==> src/tt_pkg.sv <==
// Shared constants, register map and field layouts of the second general-purpose timer
package tt_pkg;

  // Printed register indices; byte address on the bus is four times the index
  localparam logic [15:0] TT_IDX_COUNT  = 16'h4580;
  localparam logic [15:0] TT_IDX_THRESH = 16'h4586;
  localparam logic [15:0] TT_IDX_MATCHA = 16'h4588;
  localparam logic [15:0] TT_IDX_MATCHB = 16'h458A;
  localparam logic [15:0] TT_IDX_CONFIG = 16'h458C;
  localparam logic [15:0] TT_IDX_OUTA   = 16'h458F;
  localparam logic [15:0] TT_IDX_OUTB   = 16'h4590;
  localparam logic [15:0] TT_IDX_INA    = 16'h4592;
  localparam logic [15:0] TT_IDX_STATUS = 16'h4600;
  localparam logic [15:0] TT_IDX_CLEAR  = 16'h4601;
  localparam logic [15:0] TT_IDX_IRQEN  = 16'h4602;

  // Index field inside the byte address
  localparam int TT_IDX_LSB = 2;
  localparam int TT_IDX_MSB = 17;

  // Reset values
  localparam logic [15:0] TT_THRESH_RST = 16'hFFFF;
  localparam logic [15:0] TT_ZERO16     = 16'h0000;

  // Writable bit masks, reserved bits read as zero
  localparam logic [15:0] TT_CONFIG_MASK = 16'h1FFF;
  localparam logic [15:0] TT_OUTCFG_MASK = 16'h801F;
  localparam logic [15:0] TT_INCFG_MASK  = 16'h0160;

  // Status and interrupt bit positions
  localparam int TT_EV_WRAP   = 0;
  localparam int TT_EV_MATCHA = 1;
  localparam int TT_EV_MATCHB = 2;
  localparam int TT_EV_ZERO   = 3;
  localparam int TT_EV_THRESH = 4;
  localparam int TT_EV_CAPA   = 5;
  localparam int TT_EV_NUM    = 6;

  // Prescaler exponent limit and glitch filter depth
  localparam logic [3:0] TT_DIV_EXP_MAX = 4'h A;
  localparam int         TT_DIV_W       = 10;
  localparam int         TT_FILT_DEPTH  = 3;

  // AXI responses
  localparam logic [1:0] TT_RESP_OKAY   = 2'h0;
  localparam logic [1:0] TT_RESP_SLVERR = 2'h2;

  // Clock sources
  typedef enum logic [1:0] {
    TT_SRC_RC   = 2'h0,
    TT_SRC_32K  = 2'h1,
    TT_SRC_12M  = 2'h2,
    TT_SRC_GPIO = 2'h3
  } tt_src_t;

  // Capture edge selection
  typedef enum logic [1:0] {
    TT_CAP_OFF  = 2'h0,
    TT_CAP_RISE = 2'h1,
    TT_CAP_FALL = 2'h2,
    TT_CAP_BOTH = 2'h3
  } tt_cap_edge_t;

  // Match output waveform modes
  localparam logic [3:0] TT_MODE_LOW    = 4'h0;
  localparam logic [3:0] TT_MODE_SET    = 4'h1;
  localparam logic [3:0] TT_MODE_CLEAR  = 4'h2;
  localparam logic [3:0] TT_MODE_TOGGLE = 4'h3;
  localparam logic [3:0] TT_MODE_PWM_HI = 4'h4;
  localparam logic [3:0] TT_MODE_PWM_LO = 4'h5;

  // Configuration register layout
  typedef struct packed {
    logic [2:0] rsvd;
    logic       external_gate_select;
    logic       count_enable;
    logic       alternate_direction;
    logic       initial_direction_down;
    logic       single_run;
    logic [3:0] clock_divider_exponent;
    logic       clock_glitch_filter;
    logic       clock_falling_select;
    tt_src_t    clock_source_select;
  } tt_cfg_t;

  // Match output setup layout
  typedef struct packed {
    logic       match_output_enable;
    logic [9:0] rsvd;
    logic       match_output_invert;
    logic [3:0] match_output_mode;
  } tt_out_cfg_t;

  // Capture input setup layout
  typedef struct packed {
    logic [6:0]   rsvd_hi;
    logic         capture_input_filter;
    logic         rsvd_mid;
    tt_cap_edge_t capture_edge_select;
    logic [4:0]   rsvd_lo;
  } tt_in_cfg_t;

endpackage

==> src/tt_in_cond.sv <==
// Pin conditioner: two-stage synchroniser, optional glitch filter and edge pulses
`timescale 1ns/1ps
`default_nettype none
module tt_in_cond
  import tt_pkg::*;
(
  input  wire logic clock_i,
  input  wire logic nrst_i,
  input  wire logic ce_i,
  input  wire logic pin_i,
  input  wire logic filt_en_i,
  output logic      level_o,
  output logic      rise_o,
  output logic      fall_o
);

  typedef struct packed {
    logic                       meta;
    logic                       sync;
    logic [TT_FILT_DEPTH-2:0]   hist;
    logic                       level;
    logic                       rise;
    logic                       fall;
  } tt_cond_st_t;

  tt_cond_st_t s_q;
  tt_cond_st_t s_d;

  // Filter accepts a new level only after it is stable for the full depth
  always_comb
  begin
    s_d      = s_q;
    s_d.meta = pin_i;
    s_d.sync = s_q.meta;
    s_d.hist = {s_q.hist[TT_FILT_DEPTH-3:0], s_q.sync};
    if (!filt_en_i)
    begin
      s_d.level = s_q.sync;
    end
    else if (&{s_q.hist, s_q.sync} || ~|{s_q.hist, s_q.sync})
    begin
      s_d.level = s_q.sync;
    end
    s_d.rise = s_d.level & ~s_q.level;
    s_d.fall = ~s_d.level & s_q.level;
  end

  // State register, frozen while the clock enable is low
  always_ff @(posedge clock_i or negedge nrst_i)
  begin
    if (!nrst_i)
    begin
      s_q <= '0;
    end
    else if (ce_i)
    begin
      s_q <= s_d;
    end
  end

  assign level_o = s_q.level;
  assign rise_o  = s_q.rise;
  assign fall_o  = s_q.fall;

endmodule
`default_nettype wire

==> src/tt_match_out.sv <==
// One match output: waveform mode, inversion and pin enable
`timescale 1ns/1ps
`default_nettype none
module tt_match_out
  import tt_pkg::*;
(
  input  wire logic         clock_i,
  input  wire logic         nrst_i,
  input  wire logic         ce_i,
  input  wire tt_out_cfg_t  cfg_i,
  input  wire logic         match_i,
  input  wire logic         below_i,
  output logic              pin_o,
  output logic              oe_o
);

  typedef struct packed {
    logic wave;
    logic pin;
    logic oe;
  } tt_mo_st_t;

  tt_mo_st_t s_q;
  tt_mo_st_t s_d;

  // Waveform per mode; unknown mode codes hold the waveform low
  always_comb
  begin
    s_d = s_q;
    case (cfg_i.match_output_mode)
      TT_MODE_LOW:    s_d.wave = 1'b0;
      TT_MODE_SET:    s_d.wave = s_q.wave | match_i;
      TT_MODE_CLEAR:  s_d.wave = s_q.wave & ~match_i;
      TT_MODE_TOGGLE: s_d.wave = s_q.wave ^ match_i;
      TT_MODE_PWM_HI: s_d.wave = below_i;
      TT_MODE_PWM_LO: s_d.wave = ~below_i;
      default:        s_d.wave = 1'b0;
    endcase
    s_d.pin = s_d.wave ^ cfg_i.match_output_invert;
    s_d.oe  = cfg_i.match_output_enable;
  end

  // State register
  always_ff @(posedge clock_i or negedge nrst_i)
  begin
    if (!nrst_i)
    begin
      s_q <= '0;
    end
    else if (ce_i)
    begin
      s_q <= s_d;
    end
  end

  assign pin_o = s_q.pin;
  assign oe_o  = s_q.oe;

endmodule
`default_nettype wire

==> src/tt_timer.sv <==
// Second general-purpose timer: AXI4-Lite registers, counter, match outputs, capture event
`timescale 1ns/1ps
`default_nettype none
module tt_timer
  import tt_pkg::*;
(
  input  wire logic        clock_i,
  input  wire logic        nrst_i,
  input  wire logic        ce_i,
  input  wire logic [31:0] s_axi_awaddr_i,
  input  wire logic        s_axi_awvalid_i,
  output logic             s_axi_awready_o,
  input  wire logic [31:0] s_axi_wdata_i,
  input  wire logic [3:0]  s_axi_wstrb_i,
  input  wire logic        s_axi_wvalid_i,
  output logic             s_axi_wready_o,
  output logic [1:0]       s_axi_bresp_o,
  output logic             s_axi_bvalid_o,
  input  wire logic        s_axi_bready_i,
  input  wire logic [31:0] s_axi_araddr_i,
  input  wire logic        s_axi_arvalid_i,
  output logic             s_axi_arready_o,
  output logic [31:0]      s_axi_rdata_o,
  output logic [1:0]       s_axi_rresp_o,
  output logic             s_axi_rvalid_o,
  input  wire logic        s_axi_rready_i,
  input  wire logic        clk_rc_i,
  input  wire logic        clk_32k_i,
  input  wire logic        clk_12m_i,
  input  wire logic        clk_gpio_i,
  input  wire logic        gate_mask_pin_i,
  input  wire logic        capture_a_pin_i,
  output logic             match_a_o,
  output logic             match_a_oe_o,
  output logic             match_b_o,
  output logic             match_b_oe_o,
  output logic             irq_o
);
  import tt_pkg::*;

  typedef struct packed {
    logic                  aw_full;
    logic [15:0]           aw_idx;
    logic                  w_full;
    logic [15:0]           w_data;
    logic [1:0]            w_strb;
    logic                  bvalid;
    logic [1:0]            bresp;
    logic                  rvalid;
    logic [31:0]           rdata;
    logic [1:0]            rresp;
    logic [15:0]           count;
    logic [15:0]           thresh;
    logic [15:0]           match_a;
    logic [15:0]           match_b;
    tt_cfg_t               cfg;
    tt_out_cfg_t           out_a;
    tt_out_cfg_t           out_b;
    tt_in_cfg_t            in_a;
    logic                  dir_down;
    logic                  done;
    logic                  en_prev;
    logic [TT_DIV_W-1:0]   div_cnt;
    logic [TT_EV_NUM-1:0]  status;
    logic [TT_EV_NUM-1:0]  irq_en;
    logic                  irq;
  } tt_st_t;

  tt_st_t s_q;
  tt_st_t s_d;

  // Register index from a byte address, shared by both access paths
  function automatic logic [15:0] addr_idx(input logic [31:0] a);
    addr_idx = a[TT_IDX_MSB:TT_IDX_LSB];
  endfunction

  // Byte-lane merge of a 16-bit register under a writable mask
  function automatic logic [15:0] merge16(input logic [15:0] old, input logic [15:0] nw,
                                          input logic [1:0] strb, input logic [15:0] mask);
    logic [15:0] m;
    m       = {{8{strb[1]}}, {8{strb[0]}}} & mask;
    merge16 = (old & ~m) | (nw & m);
  endfunction

  // Divider terminal count for exponent N, clamped to the largest valid N
  function automatic logic [TT_DIV_W-1:0] div_limit(input logic [3:0] n);
    logic [3:0] e;
    e         = (n > TT_DIV_EXP_MAX) ? TT_DIV_EXP_MAX : n;
    div_limit = TT_DIV_W'((11'h001 << e) - 11'h001);
  endfunction

  // Source clock pin selection ahead of the conditioner
  logic src_level;
  always_comb
  begin
    case (s_q.cfg.clock_source_select)
      TT_SRC_RC:   src_level = clk_rc_i;
      TT_SRC_32K:  src_level = clk_32k_i;
      TT_SRC_12M:  src_level = clk_12m_i;
      TT_SRC_GPIO: src_level = clk_gpio_i;
      default:     src_level = clk_rc_i;
    endcase
  end

  logic src_rise;
  logic src_fall;
  logic gate_level;
  logic cap_rise;
  logic cap_fall;

  // Timer clock conditioner; a mux glitch on source change is why asks to stop first
  tt_in_cond u_src_cond (
    .clock_i   (clock_i),
    .nrst_i    (nrst_i),
    .ce_i      (ce_i),
    .pin_i     (src_level),
    .filt_en_i (s_q.cfg.clock_glitch_filter),
    .level_o   (),
    .rise_o    (src_rise),
    .fall_o    (src_fall)
  );

  // Gate mask pin, level only
  tt_in_cond u_gate_cond (
    .clock_i   (clock_i),
    .nrst_i    (nrst_i),
    .ce_i      (ce_i),
    .pin_i     (gate_mask_pin_i),
    .filt_en_i (1'b0),
    .level_o   (gate_level),
    .rise_o    (),
    .fall_o    ()
  );

  // Capture A pin
  tt_in_cond u_cap_cond (
    .clock_i   (clock_i),
    .nrst_i    (nrst_i),
    .ce_i      (ce_i),
    .pin_i     (capture_a_pin_i),
    .filt_en_i (s_q.in_a.capture_input_filter),
    .level_o   (),
    .rise_o    (cap_rise),
    .fall_o    (cap_fall)
  );

  // Match output units
  logic [1:0] match_hit;
  logic [1:0] match_below;
  logic [1:0] out_pin;
  logic [1:0] out_oe;
  tt_out_cfg_t out_cfg [2];
  assign out_cfg[0] = s_q.out_a;
  assign out_cfg[1] = s_q.out_b;

  genvar g;
  generate
    for (g = 0; g < 2; g++)
    begin : g_out
      tt_match_out u_out (
        .clock_i (clock_i),
        .nrst_i  (nrst_i),
        .ce_i    (ce_i),
        .cfg_i   (out_cfg[g]),
        .match_i (match_hit[g]),
        .below_i (match_below[g]),
        .pin_o   (out_pin[g]),
        .oe_o    (out_oe[g])
      );
    end
  endgenerate

  assign match_below[0] = s_q.count < s_q.match_a;
  assign match_below[1] = s_q.count < s_q.match_b;

  // Event terms of the counting path
  logic                 run;
  logic                 edge_tick;
  logic                 tick;
  logic                 cap_event;
  logic [TT_EV_NUM-1:0] ev;

  always_comb
  begin
    edge_tick = s_q.cfg.clock_falling_select ? src_fall : src_rise;
    run       = s_q.cfg.count_enable & s_q.en_prev & ~s_q.done
                & (~s_q.cfg.external_gate_select | gate_level);
    tick      = run & edge_tick & (s_q.div_cnt == div_limit(s_q.cfg.clock_divider_exponent));
    case (s_q.in_a.capture_edge_select)
      TT_CAP_OFF:  cap_event = 1'b0;
      TT_CAP_RISE: cap_event = cap_rise;
      TT_CAP_FALL: cap_event = cap_fall;
      TT_CAP_BOTH: cap_event = cap_rise | cap_fall;
      default:     cap_event = 1'b0;
    endcase
  end

  // Counter, registers, bus slave and interrupt
  always_comb
  begin
    logic        do_wr;
    logic        hit_wr;
    logic        hit_rd;
    logic [15:0] rv;
    s_d    = s_q;
    do_wr  = 1'b0;
    hit_wr = 1'b1;
    hit_rd = 1'b1;
    rv     = TT_ZERO16;
    ev     = '0;

    // Enable edge reloads start direction and clears the single-run stop
    s_d.en_prev = s_q.cfg.count_enable;
    if (s_q.cfg.count_enable && !s_q.en_prev)
    begin
      s_d.dir_down = s_q.cfg.initial_direction_down;
      s_d.done     = 1'b0;
      s_d.div_cnt  = '0;
    end
    else if (run && edge_tick)
    begin
      s_d.div_cnt = tick ? '0 : TT_DIV_W'(s_q.div_cnt + 1'b1);
    end

    // Count step
    if (tick)
    begin
      if (!s_q.dir_down)
      begin
        if (s_q.count == s_q.thresh)
        begin
          if (s_q.cfg.alternate_direction)
          begin
            s_d.dir_down = 1'b1;
            s_d.count    = s_q.count - 16'h0001;
          end
          else
          begin
            ev[TT_EV_WRAP] = 1'b1;
            s_d.count      = TT_ZERO16;
            s_d.done       = s_q.cfg.single_run;
          end
        end
        else
        begin
          s_d.count = s_q.count + 16'h0001;
        end
      end
      else if (s_q.count == TT_ZERO16)
      begin
        ev[TT_EV_WRAP] = 1'b1;
        s_d.done       = s_q.cfg.single_run;
        if (s_q.cfg.alternate_direction)
        begin
          s_d.dir_down = 1'b0;
          s_d.count    = s_q.count + 16'h0001;
        end
        else
        begin
          s_d.count = s_q.thresh;
        end
      end
      else
      begin
        s_d.count = s_q.count - 16'h0001;
      end
      ev[TT_EV_ZERO]   = s_d.count == TT_ZERO16;
      ev[TT_EV_THRESH] = s_d.count == s_q.thresh;
      ev[TT_EV_MATCHA] = s_d.count == s_q.match_a;
      ev[TT_EV_MATCHB] = s_d.count == s_q.match_b;
    end
    ev[TT_EV_CAPA] = cap_event;
    match_hit      = {ev[TT_EV_MATCHB], ev[TT_EV_MATCHA]};

    // Write channels are held independently; the write happens once both are in
    if (s_axi_awvalid_i && !s_q.aw_full)
    begin
      s_d.aw_full = 1'b1;
      s_d.aw_idx  = addr_idx(s_axi_awaddr_i);
    end
    if (s_axi_wvalid_i && !s_q.w_full)
    begin
      s_d.w_full = 1'b1;
      s_d.w_data = s_axi_wdata_i[15:0];
      s_d.w_strb = s_axi_wstrb_i[1:0];
    end
    if (s_q.aw_full && s_q.w_full && !s_q.bvalid)
    begin
      do_wr       = 1'b1;
      s_d.aw_full = 1'b0;
      s_d.w_full  = 1'b0;
      s_d.bvalid  = 1'b1;
    end
    if (s_q.bvalid && s_axi_bready_i)
    begin
      s_d.bvalid = 1'b0;
    end

    // Status: hardware set wins over a clear in the same cycle
    s_d.status = s_q.status;
    if (do_wr && s_q.aw_idx == TT_IDX_CLEAR && s_q.w_strb[0])
    begin
      s_d.status = s_q.status & ~s_q.w_data[TT_EV_NUM-1:0];
    end
    s_d.status = s_d.status | ev;

    // Register writes; software may change setup at any time, stopping first is its duty
    if (do_wr)
    begin
      case (s_q.aw_idx)
        TT_IDX_COUNT:
        begin
          s_d.count    = TT_ZERO16;
          s_d.dir_down = s_q.cfg.initial_direction_down;
          s_d.done     = 1'b0;
          s_d.div_cnt  = '0;
        end
        TT_IDX_THRESH: s_d.thresh  = merge16(s_q.thresh, s_q.w_data, s_q.w_strb, 16'hFFFF);
        TT_IDX_MATCHA: s_d.match_a = merge16(s_q.match_a, s_q.w_data, s_q.w_strb, 16'hFFFF);
        TT_IDX_MATCHB: s_d.match_b = merge16(s_q.match_b, s_q.w_data, s_q.w_strb, 16'hFFFF);
        TT_IDX_CONFIG:
          s_d.cfg   = tt_cfg_t'(merge16(s_q.cfg, s_q.w_data, s_q.w_strb, TT_CONFIG_MASK));
        TT_IDX_OUTA:
          s_d.out_a = tt_out_cfg_t'(merge16(s_q.out_a, s_q.w_data, s_q.w_strb, TT_OUTCFG_MASK));
        TT_IDX_OUTB:
          s_d.out_b = tt_out_cfg_t'(merge16(s_q.out_b, s_q.w_data, s_q.w_strb, TT_OUTCFG_MASK));
        TT_IDX_INA:
          s_d.in_a  = tt_in_cfg_t'(merge16(s_q.in_a, s_q.w_data, s_q.w_strb, TT_INCFG_MASK));
        TT_IDX_CLEAR:  hit_wr = 1'b1;
        TT_IDX_IRQEN:
          s_d.irq_en = s_q.w_strb[0] ? s_q.w_data[TT_EV_NUM-1:0] : s_q.irq_en;
        default:       hit_wr = 1'b0;
      endcase
      s_d.bresp = hit_wr ? TT_RESP_OKAY : TT_RESP_SLVERR;
    end

    // Read: one cycle after the address is taken
    case (addr_idx(s_axi_araddr_i))
      TT_IDX_COUNT:  rv = s_q.count;
      TT_IDX_THRESH: rv = s_q.thresh;
      TT_IDX_MATCHA: rv = s_q.match_a;
      TT_IDX_MATCHB: rv = s_q.match_b;
      TT_IDX_CONFIG: rv = s_q.cfg;
      TT_IDX_OUTA:   rv = s_q.out_a;
      TT_IDX_OUTB:   rv = s_q.out_b;
      TT_IDX_INA:    rv = s_q.in_a;
      TT_IDX_STATUS: rv = 16'(s_q.status);
      TT_IDX_CLEAR:  rv = TT_ZERO16;
      TT_IDX_IRQEN:  rv = 16'(s_q.irq_en);
      default:       hit_rd = 1'b0;
    endcase
    if (s_axi_arvalid_i && !s_q.rvalid)
    begin
      s_d.rvalid = 1'b1;
      s_d.rdata  = {16'h0000, rv};
      s_d.rresp  = hit_rd ? TT_RESP_OKAY : TT_RESP_SLVERR;
    end
    else if (s_q.rvalid && s_axi_rready_i)
    begin
      s_d.rvalid = 1'b0;
    end

    s_d.irq = |(s_d.status & s_d.irq_en);
  end

  // State register, frozen while the clock enable is low
  always_ff @(posedge clock_i or negedge nrst_i)
  begin
    if (!nrst_i)
    begin
      s_q        <= '0;
      s_q.thresh <= TT_THRESH_RST;
    end
    else if (ce_i)
    begin
      s_q <= s_d;
    end
  end

  // Ready terms are flops: free holding slot means ready
  assign s_axi_awready_o = ~s_q.aw_full;
  assign s_axi_wready_o  = ~s_q.w_full;
  assign s_axi_bvalid_o  = s_q.bvalid;
  assign s_axi_bresp_o   = s_q.bresp;
  assign s_axi_arready_o = ~s_q.rvalid;
  assign s_axi_rvalid_o  = s_q.rvalid;
  assign s_axi_rdata_o   = s_q.rdata;
  assign s_axi_rresp_o   = s_q.rresp;
  assign match_a_o       = out_pin[0];
  assign match_a_oe_o    = out_oe[0];
  assign match_b_o       = out_pin[1];
  assign match_b_oe_o    = out_oe[1];
  assign irq_o           = s_q.irq;

endmodule
`default_nettype wire

==> config.mk <==
export PLATFORM = sky130hd
export DESIGN_NAME = tt_timer
export DESIGN_NICKNAME = d
export VERILOG_FILES = /design/src/tt_pkg.sv /design/src/tt_in_cond.sv /design/src/tt_match_out.sv /design/src/tt_timer.sv
export SDC_FILE = /design/constraint.sdc
export NUM_CORES = 1
export LEC_CHECK = 0
export BUFFER_PORTS_ARGS = -buffer_cell sky130_fd_sc_hd__buf_4
export CAP_MARGIN = 20
export CORE_ASPECT_RATIO = 0.8
export CORE_UTILIZATION = 50
export CTS_BUF_LIST = sky130_fd_sc_hd__clkbuf_16
export CTS_CLUSTER_SIZE = 16
export DETAILED_ROUTE_END_ITERATION = 16
export HOLD_SLACK_MARGIN = 0.03
export PLACE_DENSITY = 0.74
export SYNTH_ARGS = -nofsm -noshare
export SYNTH_HDL_FRONTEND = slang
export SYNTH_HIERARCHICAL = 1
export SYNTH_SLANG_ARGS = --single-unit
export TNS_END_PERCENT = 100
==> constraint.sdc <==
create_clock -name clock_i -period 15.8 [get_ports clock_i]
set_clock_uncertainty 0.1 [all_clocks]
set_input_delay 2.37 -clock clock_i [delete_from_list [all_inputs] [get_ports clock_i]]
set_output_delay 2.37 -clock clock_i [all_outputs]
set_load 0.02 [all_outputs]
* Yosys cells after proc, flatten, opt, wreduce, memory -nomap -nowiden *
Index checks and enable logic that the tools add are counted.

storage, ports and cells
  input port bits = 114
  word-level logic and storage cells = 287
  output and inout port bits = 46
  bits in registers = 235

cells by class
  reductions and logical operators = 50
  $lt $le $gt $ge = 3
  bitwise gates (word level) = 58
  equal/unequal tests = 42
  shift-type cells = 1
  $add $sub $neg = 4
  multiplexer cells = 64

operators by type and width
  kind                   count
  $eq 16x15->1 const B   21
  $mux 16                15
  $pmux 16 s10           1
  $and 16x16->16         9
  $mux 130               1
  $or 16x16->16          7
  $eq 16x16->1           4
  $mux 10                5
  $logic_not 16->1       2
  $lt 16x16->1           2
  $not 16->16            2
  $reduce_and 3->1       9
  $mux 6                 4
  $mux 1                 22
  $mux 19                1
  $mux 17                1
  $add 16x1->16 const B  1
  $and 16x13->16         1
  $and 16x9->16          1
  $eq 4x2->1 const B     4
  $eq 4x3->1 const B     4
  $mux 2                 8
  $not 13->16            1
  $not 9->16             1
  other kinds (30)       95

* Longest topological paths before layout *
Gate-level depths: netlist of run 1.

  depth in word-level cells = 13
  mapped depth = 20
  depth with buffers taken out = 17

* Hierarchy *
Netlist of run 1, hierarchy kept.

modules (own cells, without submodules)
  module        cells each  times used  area an instance (sq um)  sequential area each (sq um)
  tt_timer      1419        1           12837.3                   4374.2
  tt_in_cond    26          3           319.1                     175.2
  tt_match_out  27          2           257.7                     75.1

* Worst setup path after synthesis of run 1 *
Ideal clock, no wire load.

  kind = register to register
  start = register (tool-made name)
  end = register g_out[0].u_out.s_q (netlist bit g_out[0].u_out/pin_o)
  path buffers = 3
  data required time = 15575 ps
  data arrival time = 5171 ps
  cell stages (with the launch flop) = 20
  setup time = 125 ps
  period minus slack after synthesis = 5395 ps
  slack = 10405 ps
  path through = dfrtp_1 clkbuf_1 clkbuf_1 or4b_2 ha_1 clkbuf_1 or4b_2 a211o_1 o211ai_1 and2_1 o2111ai_1 a2111o_1 or4_4 nor3_2 inv_1 ha_1 mux2_4 a32oi_2 mux2i_1 nand2_1

RTL lines
  item                    line                RTL
  end signal: assignment  tt_match_out.sv:48  s_q <= '0;
  end signal: assignment  tt_match_out.sv:52  s_q <= s_d;
  end: declaration        tt_match_out.sv:23  tt_mo_st_t s_q;

* Worst setup path after layout of run 1 *
  start = register s_q[138] in the netlist's numbering
  end = register g_out[1].u_out.s_q (netlist bit g_out[1].u_out/pin_o)

between the ends
  longest elaborated chain between the ends = 11
  elaborated cells between the ends (all ways) = 20
  classes of those cells = add/sub: 2; order compare: 1; eq/ne: 2; mux: 8; bitwise: 6; reduce/logical: 1

RTL lines
  item                                            line                              RTL
  start: declaration                              tt_timer.sv:69                    tt_st_t s_q;
  $sub 16x1->16 or $add 16x1->16 (tied branches)  -
  $mux 16 (on tied branches)                      tt_timer.sv:232, tt_timer.sv:253
  $mux 16 (on tied branches)                      tt_timer.sv:230, tt_timer.sv:249
  $mux 16 *                                       tt_timer.sv:228                   if (!s_q.dir_down)
  $mux 16 *                                       tt_timer.sv:226                   if (tick)
  $eq 16x16->1 *                                  tt_timer.sv:270                   ev[TT_EV_MATCHB] = s_d.count == s_q.match_b;
  $mux 5 *                                        tt_timer.sv:226
  via ev[2]                                       tt_timer.sv:181                   logic [TT_EV_NUM-1:0] ev;
  $not 1->1                                       tt_match_out.sv:33                TT_MODE_CLEAR: s_d.wave = s_q.wave & ~match_i;
  $and 1x1->1                                     tt_match_out.sv:33
  $pmux 1 s5 *                                    tt_match_out.sv:30                case (cfg_i.match_output_mode)
  $xor 1x1->1 *                                   tt_match_out.sv:39                s_d.pin = s_d.wave ^ cfg_i.match_output_invert;
  end signal: assignment                          tt_match_out.sv:48
  end signal: assignment                          tt_match_out.sv:52
  end: declaration                                tt_match_out.sv:23

Mark *: on every way through the listed nets, which the timed path passes. The rest lies on a longest branch. The select of a mux whose other input is x is not followed.
A chain may end at the register's enable or synchronous reset.

==> reports/qor.txt, run 1 <==
DETAILED ROUTING
-------------------------------------------------------------------------------------------
Routed len/inst                                                                    24.11 um
Wirelength, routed                                                                 46.68 mm
Vias per Instance                                                                     6.606
Final ANT Viol Nets                                                                       0
Number of design-rule violations left by the first detailed-router iteration           1785
Iteration count of the initial detailed-routing pass                                      6
Total via count in the routed design                                                  12789
Detailed-route DRC error count                                                            0

DIE
-------------------------------------------------------------------------------------------
Starting utilization of the core area                                                51.57%
Placement row count                                                                      54
Die height                                                                         152.8 um
Total Die Area                                                                 0.02911 mm^2
Die Span X                                                                         190.5 um
Top Ports                                                                               160
Placeable Area                                                                 0.02757 mm^2

GRT
-------------------------------------------------------------------------------------------
Total track usage                                                                    32.11%
Maximum number of pins on one net before global-route repair                             78
Total gr overflow                                                                         0
Global-route wire length before repair                                             71.26 mm
Number of global-route vias before repair                                             11831
Initial antenna violation count                                                           1

PLACEMENT
-------------------------------------------------------------------------------------------
Placed Area                                                                    0.01495 mm^2
Number of buffer cells added on primary ports                                            91
Pre-CTS setup slack                                                                9.721 ns
Dpl cells                                                                              1903
GPL Wtd Cong                                                                          1.046
HPWL after detailed placement                                                      33.88 mm

PWR
-------------------------------------------------------------------------------------------
PD cells                                                                       88.24 mW/mm^2
Leakage                                                                            6.939 nW
Post-layout power                                                                  1.381 mW
Max IR drop VDD                                                                0.00007986 V

CLOCKING
-------------------------------------------------------------------------------------------
Total CTS buffers                                                                        17
Clock Pin Slew Worst Setup and Hold Paths                                           0.07 ns
Number of buffers inserted by post-CTS setup repair                                       0
Clock latency of the later-clocked register in the worst-skew pair                  0.45 ns
Hold buffer count at cts                                                                  0
Post-cts resize count                                                                     0
# H-tree levels                                                                           4
Clk buf depth                                                                             2
Clock tree from TritonCTS                                                              done
Clock tree root buffer cell                                                    sky130_fd_sc_hd__clkbuf_16
CTS Sinks                                                                               199

CELLS AND AREA
-------------------------------------------------------------------------------------------
Number of cells in the finished layout apart from fillers                              1936
Util after Layout                                                                    56.76%
Antenna diodes                                                                            0
Most frequent standard cell in the layout excluding fill and tap cells         sky130_fd_sc_hd__dfrtp_1
Most used cells in the layout excluding fill and tap cells                     sky130_fd_sc_hd__dfrtp_1, sky130_fd_sc_hd__mux2_2, sky130_fd_sc_hd__nand2_1, sky130_fd_sc_hd__buf_4, sky130_fd_sc_hd__o21ai_0
Share of final-layout standard cells stronger than drive strength 1                  21.76%
Syn-to-layout area delta                                                             10.08%
Final Net Count                                                                        1712
Area of all placed cells without fillers                                       0.01565 mm^2

SETUP PATH
-------------------------------------------------------------------------------------------
Crit-path max FO                                                                         15
Worst Path Required                                                                16.04 ns
Worst EP arrival                                                                    6.62 ns
Critical Path Start Type                                                          flip-flop
CP Class                                                                            reg2reg
Endpoint kind of the worst setup timing path                                      flip-flop

YOSYS
-------------------------------------------------------------------------------------------
Yosys warning total                                                                       6
Post-synthesis instance area                                                   0.01421 mm^2
Synth Instances                                                                        1541
Mean instance size in the synthesized netlist                                    9.224 um^2

STA
-------------------------------------------------------------------------------------------
Post-route setup slack                                                             9.419 ns
Final count of pins violating max slew                                                    0
Setup repair after global routing missed its margin                                      no
Setup-violating endpoint count in the final report                                        0
Highest achievable clock rate                                                     156.7 MHz
Post-route minimum period                                                          6.381 ns
Max_slew headroom                                                                    28.50%
Endpoints failing hold                                                                    0
Worst hold slack                                                                  0.3803 ns
Final period util                                                                    40.38%
Slew @ Worst Pin                                                                   1.064 ns
Setup Total Neg Slack                                                                  0 ns

MIN PATH
-------------------------------------------------------------------------------------------
Hold Path Class                                                                     reg2reg

RUN
-------------------------------------------------------------------------------------------
Max-cap violation count                                                                   0

OUTCOME
-------------------------------------------------------------------------------------------
Result of the run                                                              finished, final reports clean

-- final timing paths --
kind                                              to     start  slack, ns  cells past startpoint
worst max-delay path            g_out[1].u_out/pin_o  s_q[138]       9.42                     17
worst min-delay path                         s_q[24]   s_q[24]       0.38                      2
worst max register to register  g_out[1].u_out/pin_o  s_q[138]       9.42                     17
worst min register to register               s_q[24]   s_q[24]       0.38                      2
max in group asynchronous                   s_q[213]    nrst_i      11.68                      3
min in group asynchronous                   s_q[141]    nrst_i       1.75                      1
-- critical path: stages (launching register included) --
cell,delay [ns]
sky130_fd_sc_hd__dfrtp_1,0.76
sky130_fd_sc_hd__inv_1,0.14
sky130_fd_sc_hd__ha_1,0.30
sky130_fd_sc_hd__nand2b_1,0.38
sky130_fd_sc_hd__nand2b_1,0.53
sky130_fd_sc_hd__a2111oi_0,0.17
sky130_fd_sc_hd__o21ai_0,0.51
sky130_fd_sc_hd__a21boi_0,0.35
sky130_fd_sc_hd__xnor2_1,0.21
sky130_fd_sc_hd__a2111oi_0,0.45
sky130_fd_sc_hd__nand4_1,0.19
sky130_fd_sc_hd__nor4_1,0.90
sky130_fd_sc_hd__inv_1,0.17
sky130_fd_sc_hd__ha_1,0.32
sky130_fd_sc_hd__mux2_4,0.27
sky130_fd_sc_hd__a32oi_2,0.21
sky130_fd_sc_hd__mux2i_1,0.22
sky130_fd_sc_hd__nand2_1,0.06
-- area by class of cell --
class | count | area (um^2)
Inverter | 61 | 229.0
Fill cell | 2396 | 11920
Tap cell | 364 | 455.4
Clock inverter | 15 | 265.3
Timing Repair Buffer | 117 | 879.6
Clock buffer | 17 | 425.4
Sequential cell | 199 | 5001
Multi-Input combinational cell | 1163 | 8392
-- where the power goes --
part	total, mW	switching [mW]	internal, mW
Sequential	0.666	0.0962	0.570
Combinational	0.200	0.103	0.0971
Clock	0.515	0.213	0.302
-- layer usage --
| metal | vias to the layer above | wire [um] | track usage, % |
|---|---|---|---|
| met5 | - | 8 | 0 |
| met4 | 2 | 1048 | 8.076 |
| met3 | 97 | 5358 | 7.945 |
| met2 | 805 | 19900 | 46.67 |
| met1 | 6217 | 20360 | 47.40 |
| li1 | 5668 | - | - |
Note: power is estimated with default switching activity, not from simulation.
==> run 2, diff against run 1 <==
--- a/config.mk
+++ b/config.mk
@@ -13,7 +13,7 @@
 export CTS_CLUSTER_SIZE = 16
 export DETAILED_ROUTE_END_ITERATION = 16
 export HOLD_SLACK_MARGIN = 0.03
-export PLACE_DENSITY = 0.74
+export PLACE_DENSITY = 0.77
 export SYNTH_ARGS = -nofsm -noshare
 export SYNTH_HDL_FRONTEND = slang
 export SYNTH_HIERARCHICAL = 1
==> constraint.sdc (replaced) <==
create_clock -name clock_i -period 5.7 [get_ports clock_i]
set_clock_uncertainty 0.1 [all_clocks]
set_input_delay 0.855 -clock clock_i [delete_from_list [all_inputs] [get_ports clock_i]]
set_output_delay 0.855 -clock clock_i [all_outputs]
set_load 0.02 [all_outputs]
==> reports/qor.txt, run 2 (synthesis results as in run 1) <==
STA
-------------------------------------------------------------------------------------------
Max_slew headroom                                                                    31.14%   +2.6 points
Post-route minimum period                                                          5.494 ns   -0.8866 ns
Setup Total Neg Slack                                                                  0 ns   unchanged
Highest achievable clock rate                                                     182.0 MHz   +16%
Final count of pins violating max slew                                                    0   unchanged
Setup-violating endpoint count in the final report                                        0   unchanged
Setup repair after global routing missed its margin                                      no
Final period util                                                                    96.39%   +56 points
Slew @ Worst Pin                                                                   1.030 ns   -0.03431 ns
Endpoints failing hold                                                                    0   unchanged

RUN
-------------------------------------------------------------------------------------------
Max-cap violation count                                                                   0   unchanged

DIE
-------------------------------------------------------------------------------------------
Die height                                                                         152.8 um   unchanged
Top Ports                                                                               160   unchanged
Total Die Area                                                                 0.02911 mm^2   unchanged
Placement row count                                                                      54   unchanged
Die Span X                                                                         190.5 um   unchanged
Starting utilization of the core area                                                51.57%   unchanged
Placeable Area                                                                 0.02757 mm^2   unchanged

SETUP PATH
-------------------------------------------------------------------------------------------
CP Class                                                                            reg2reg
Worst Path Required                                                                 5.93 ns   -10.11 ns
FF-to-FF End                                                                   g_out[0].u_out/pin_o
Reg2reg setup slack                                                                 0.21 ns   -9.21 ns
Worst-case reg-to-reg path depth                                                         17   unchanged
Worst EP arrival                                                                    5.72 ns   -0.90 ns
Endpoint kind of the worst setup timing path                                      flip-flop
Critical Path Start Type                                                          flip-flop
Crit-path max FO                                                                         18   +3

OUTCOME
-------------------------------------------------------------------------------------------
Result of the run                                                              finished, final reports clean

CLOCKING
-------------------------------------------------------------------------------------------
Clock tree from TritonCTS                                                              done
CTS Sinks                                                                               199   unchanged
Clock latency of the later-clocked register in the worst-skew pair                  0.45 ns   about the same
Clock Pin Slew Worst Setup and Hold Paths                                           0.08 ns   about the same
# H-tree levels                                                                           4   unchanged
Hold buffer count at cts                                                                  0   unchanged
Total CTS buffers                                                                        17   unchanged
Clk buf depth                                                                             2   unchanged
Clock tree root buffer cell                                                    sky130_fd_sc_hd__clkbuf_16

PWR
-------------------------------------------------------------------------------------------
Leakage                                                                            7.153 nW   +3.1%
PD cells                                                                       229.0 mW/mm^2   +160%
Max IR drop VDD                                                                 0.0002305 V   +190%

DETAILED ROUTING
-------------------------------------------------------------------------------------------
Vias per Instance                                                                     6.631   +0.38%
Total via count in the routed design                                                  13176   +3.0%
Number of design-rule violations left by the first detailed-router iteration           1804   +1.1%
Routed len/inst                                                                    23.85 um   -1.1%
Iteration count of the initial detailed-routing pass                                      7   +1
Detailed-route DRC error count                                                            0   unchanged
Wirelength, routed                                                                 47.39 mm   +1.5%
Final ANT Viol Nets                                                                       0   unchanged

PLACEMENT
-------------------------------------------------------------------------------------------
Dpl cells                                                                              1952   +2.6%
Number of buffer cells added on primary ports                                            91   unchanged
GPL Wtd Cong                                                                          1.074   +2.7%
HPWL after detailed placement                                                      35.66 mm   +5.2%

MIN PATH
-------------------------------------------------------------------------------------------
Hold Path Class                                                                    in2async

CELLS AND AREA
-------------------------------------------------------------------------------------------
Number of cells in the finished layout apart from fillers                              1987   +2.6%
Most frequent standard cell in the layout excluding fill and tap cells         sky130_fd_sc_hd__dfrtp_1
Final Net Count                                                                        1762   +2.9%
Most used cells in the layout excluding fill and tap cells                     sky130_fd_sc_hd__dfrtp_1, sky130_fd_sc_hd__buf_4, sky130_fd_sc_hd__mux2_2, sky130_fd_sc_hd__nand2_1, sky130_fd_sc_hd__o21ai_0
Share of final-layout standard cells stronger than drive strength 1                  24.04%   +2.3 points
Syn-to-layout area delta                                                             12.18%

GRT
-------------------------------------------------------------------------------------------
Number of global-route vias before repair                                             12067   +2.0%
Initial antenna violation count                                                           2   +1
Global-route wire length before repair                                             72.06 mm   +1.1%
Total track usage                                                                    32.61%   +0.50 points
Total gr overflow                                                                         0   unchanged
Maximum number of pins on one net before global-route repair                            135   +73%

run 2: worst max-delay path by stage:
stage | from | end | slack [ns]
after floorplan | flip-flop | g_out[0].u_out/pin_o | 0.30
after global placement | flip-flop | g_out[0].u_out/pin_o | 0.35
after detailed placement | flip-flop | g_out[0].u_out/pin_o | 0.31
after CTS | flip-flop | g_out[0].u_out/pin_o | 0.29
after global routing | flip-flop | g_out[0].u_out/pin_o | 0.02
final | flip-flop | g_out[0].u_out/pin_o | 0.21
run 2: worst max-delay path: stages (launching register included):
cell and delay (ns):
sky130_fd_sc_hd__dfrtp_1 0.37, sky130_fd_sc_hd__buf_4 0.19, sky130_fd_sc_hd__or4_1 0.53, sky130_fd_sc_hd__ha_1 0.21, sky130_fd_sc_hd__or4b_2 0.69, sky130_fd_sc_hd__a211o_1 0.28, sky130_fd_sc_hd__o211ai_1 0.14, sky130_fd_sc_hd__and2_1 0.20
sky130_fd_sc_hd__o2111ai_1 0.13, sky130_fd_sc_hd__a2111o_1 0.44, sky130_fd_sc_hd__or4_4 0.60, sky130_fd_sc_hd__nor3_2 0.34, sky130_fd_sc_hd__inv_1 0.12, sky130_fd_sc_hd__ha_1 0.29, sky130_fd_sc_hd__mux2_4 0.27, sky130_fd_sc_hd__a32oi_2 0.21
sky130_fd_sc_hd__mux2i_1 0.21, sky130_fd_sc_hd__nand2_1 0.06
run 2: through the flow:
stage	utilization [%]	hold WS [ns]	cell area (um^2)	worst slack (ns)	power [mW]
floorplan	-	0.3337	14290	0.3047	2.157
global placement	55.61	0.3509	15330	0.3450	2.375
detailed placement	55.61	0.3624	15330	0.3115	2.408
CTS	57.76	0.2912	15920	0.2910	3.650
global route	57.84	0.2975	15940	0.02368	3.785
finish	57.85	0.2673	15950	0.2058	3.651
run 2: cell type report:
type	count	area (um^2)
diodes	1	2.502
clock buffers	17	425.4
clock inverters	15	166.4
fillers	2379	11620
inverters	61	229.0
multi-input cells	1163	8394
flip-flops and latches	199	5001
well taps	364	455.4
repair buffers	167	1272
run 2: power by group:
group          internal [mW]  switching (mW)  total, mW  leakage (nW)
Combinational          0.272           0.277      0.549          4.32
Sequential              1.58           0.270       1.85          2.54
Clock                  0.659           0.594       1.25         0.289
Total                   2.51            1.14       3.65          7.15
run 2: timing repair:
action,in CTS,in global routing
setup endpoints to repair,0,2
resized for setup,0,2
setup buffers,0,2
hold endpoints to repair,0,0
run 2: routing by layer:
| layer | GRT usage (%) | vias to the layer above | wire, um |
|---|---|---|---|
| li1 | - | 5776 | - |
| met2 | 45.32 | 863 | 19770 |
| met5 | 0 | - | 13 |
| met4 | 11.20 | 2 | 1548 |
| met3 | 10.95 | 128 | 6012 |
| met1 | 46.91 | 6407 | 20040 |
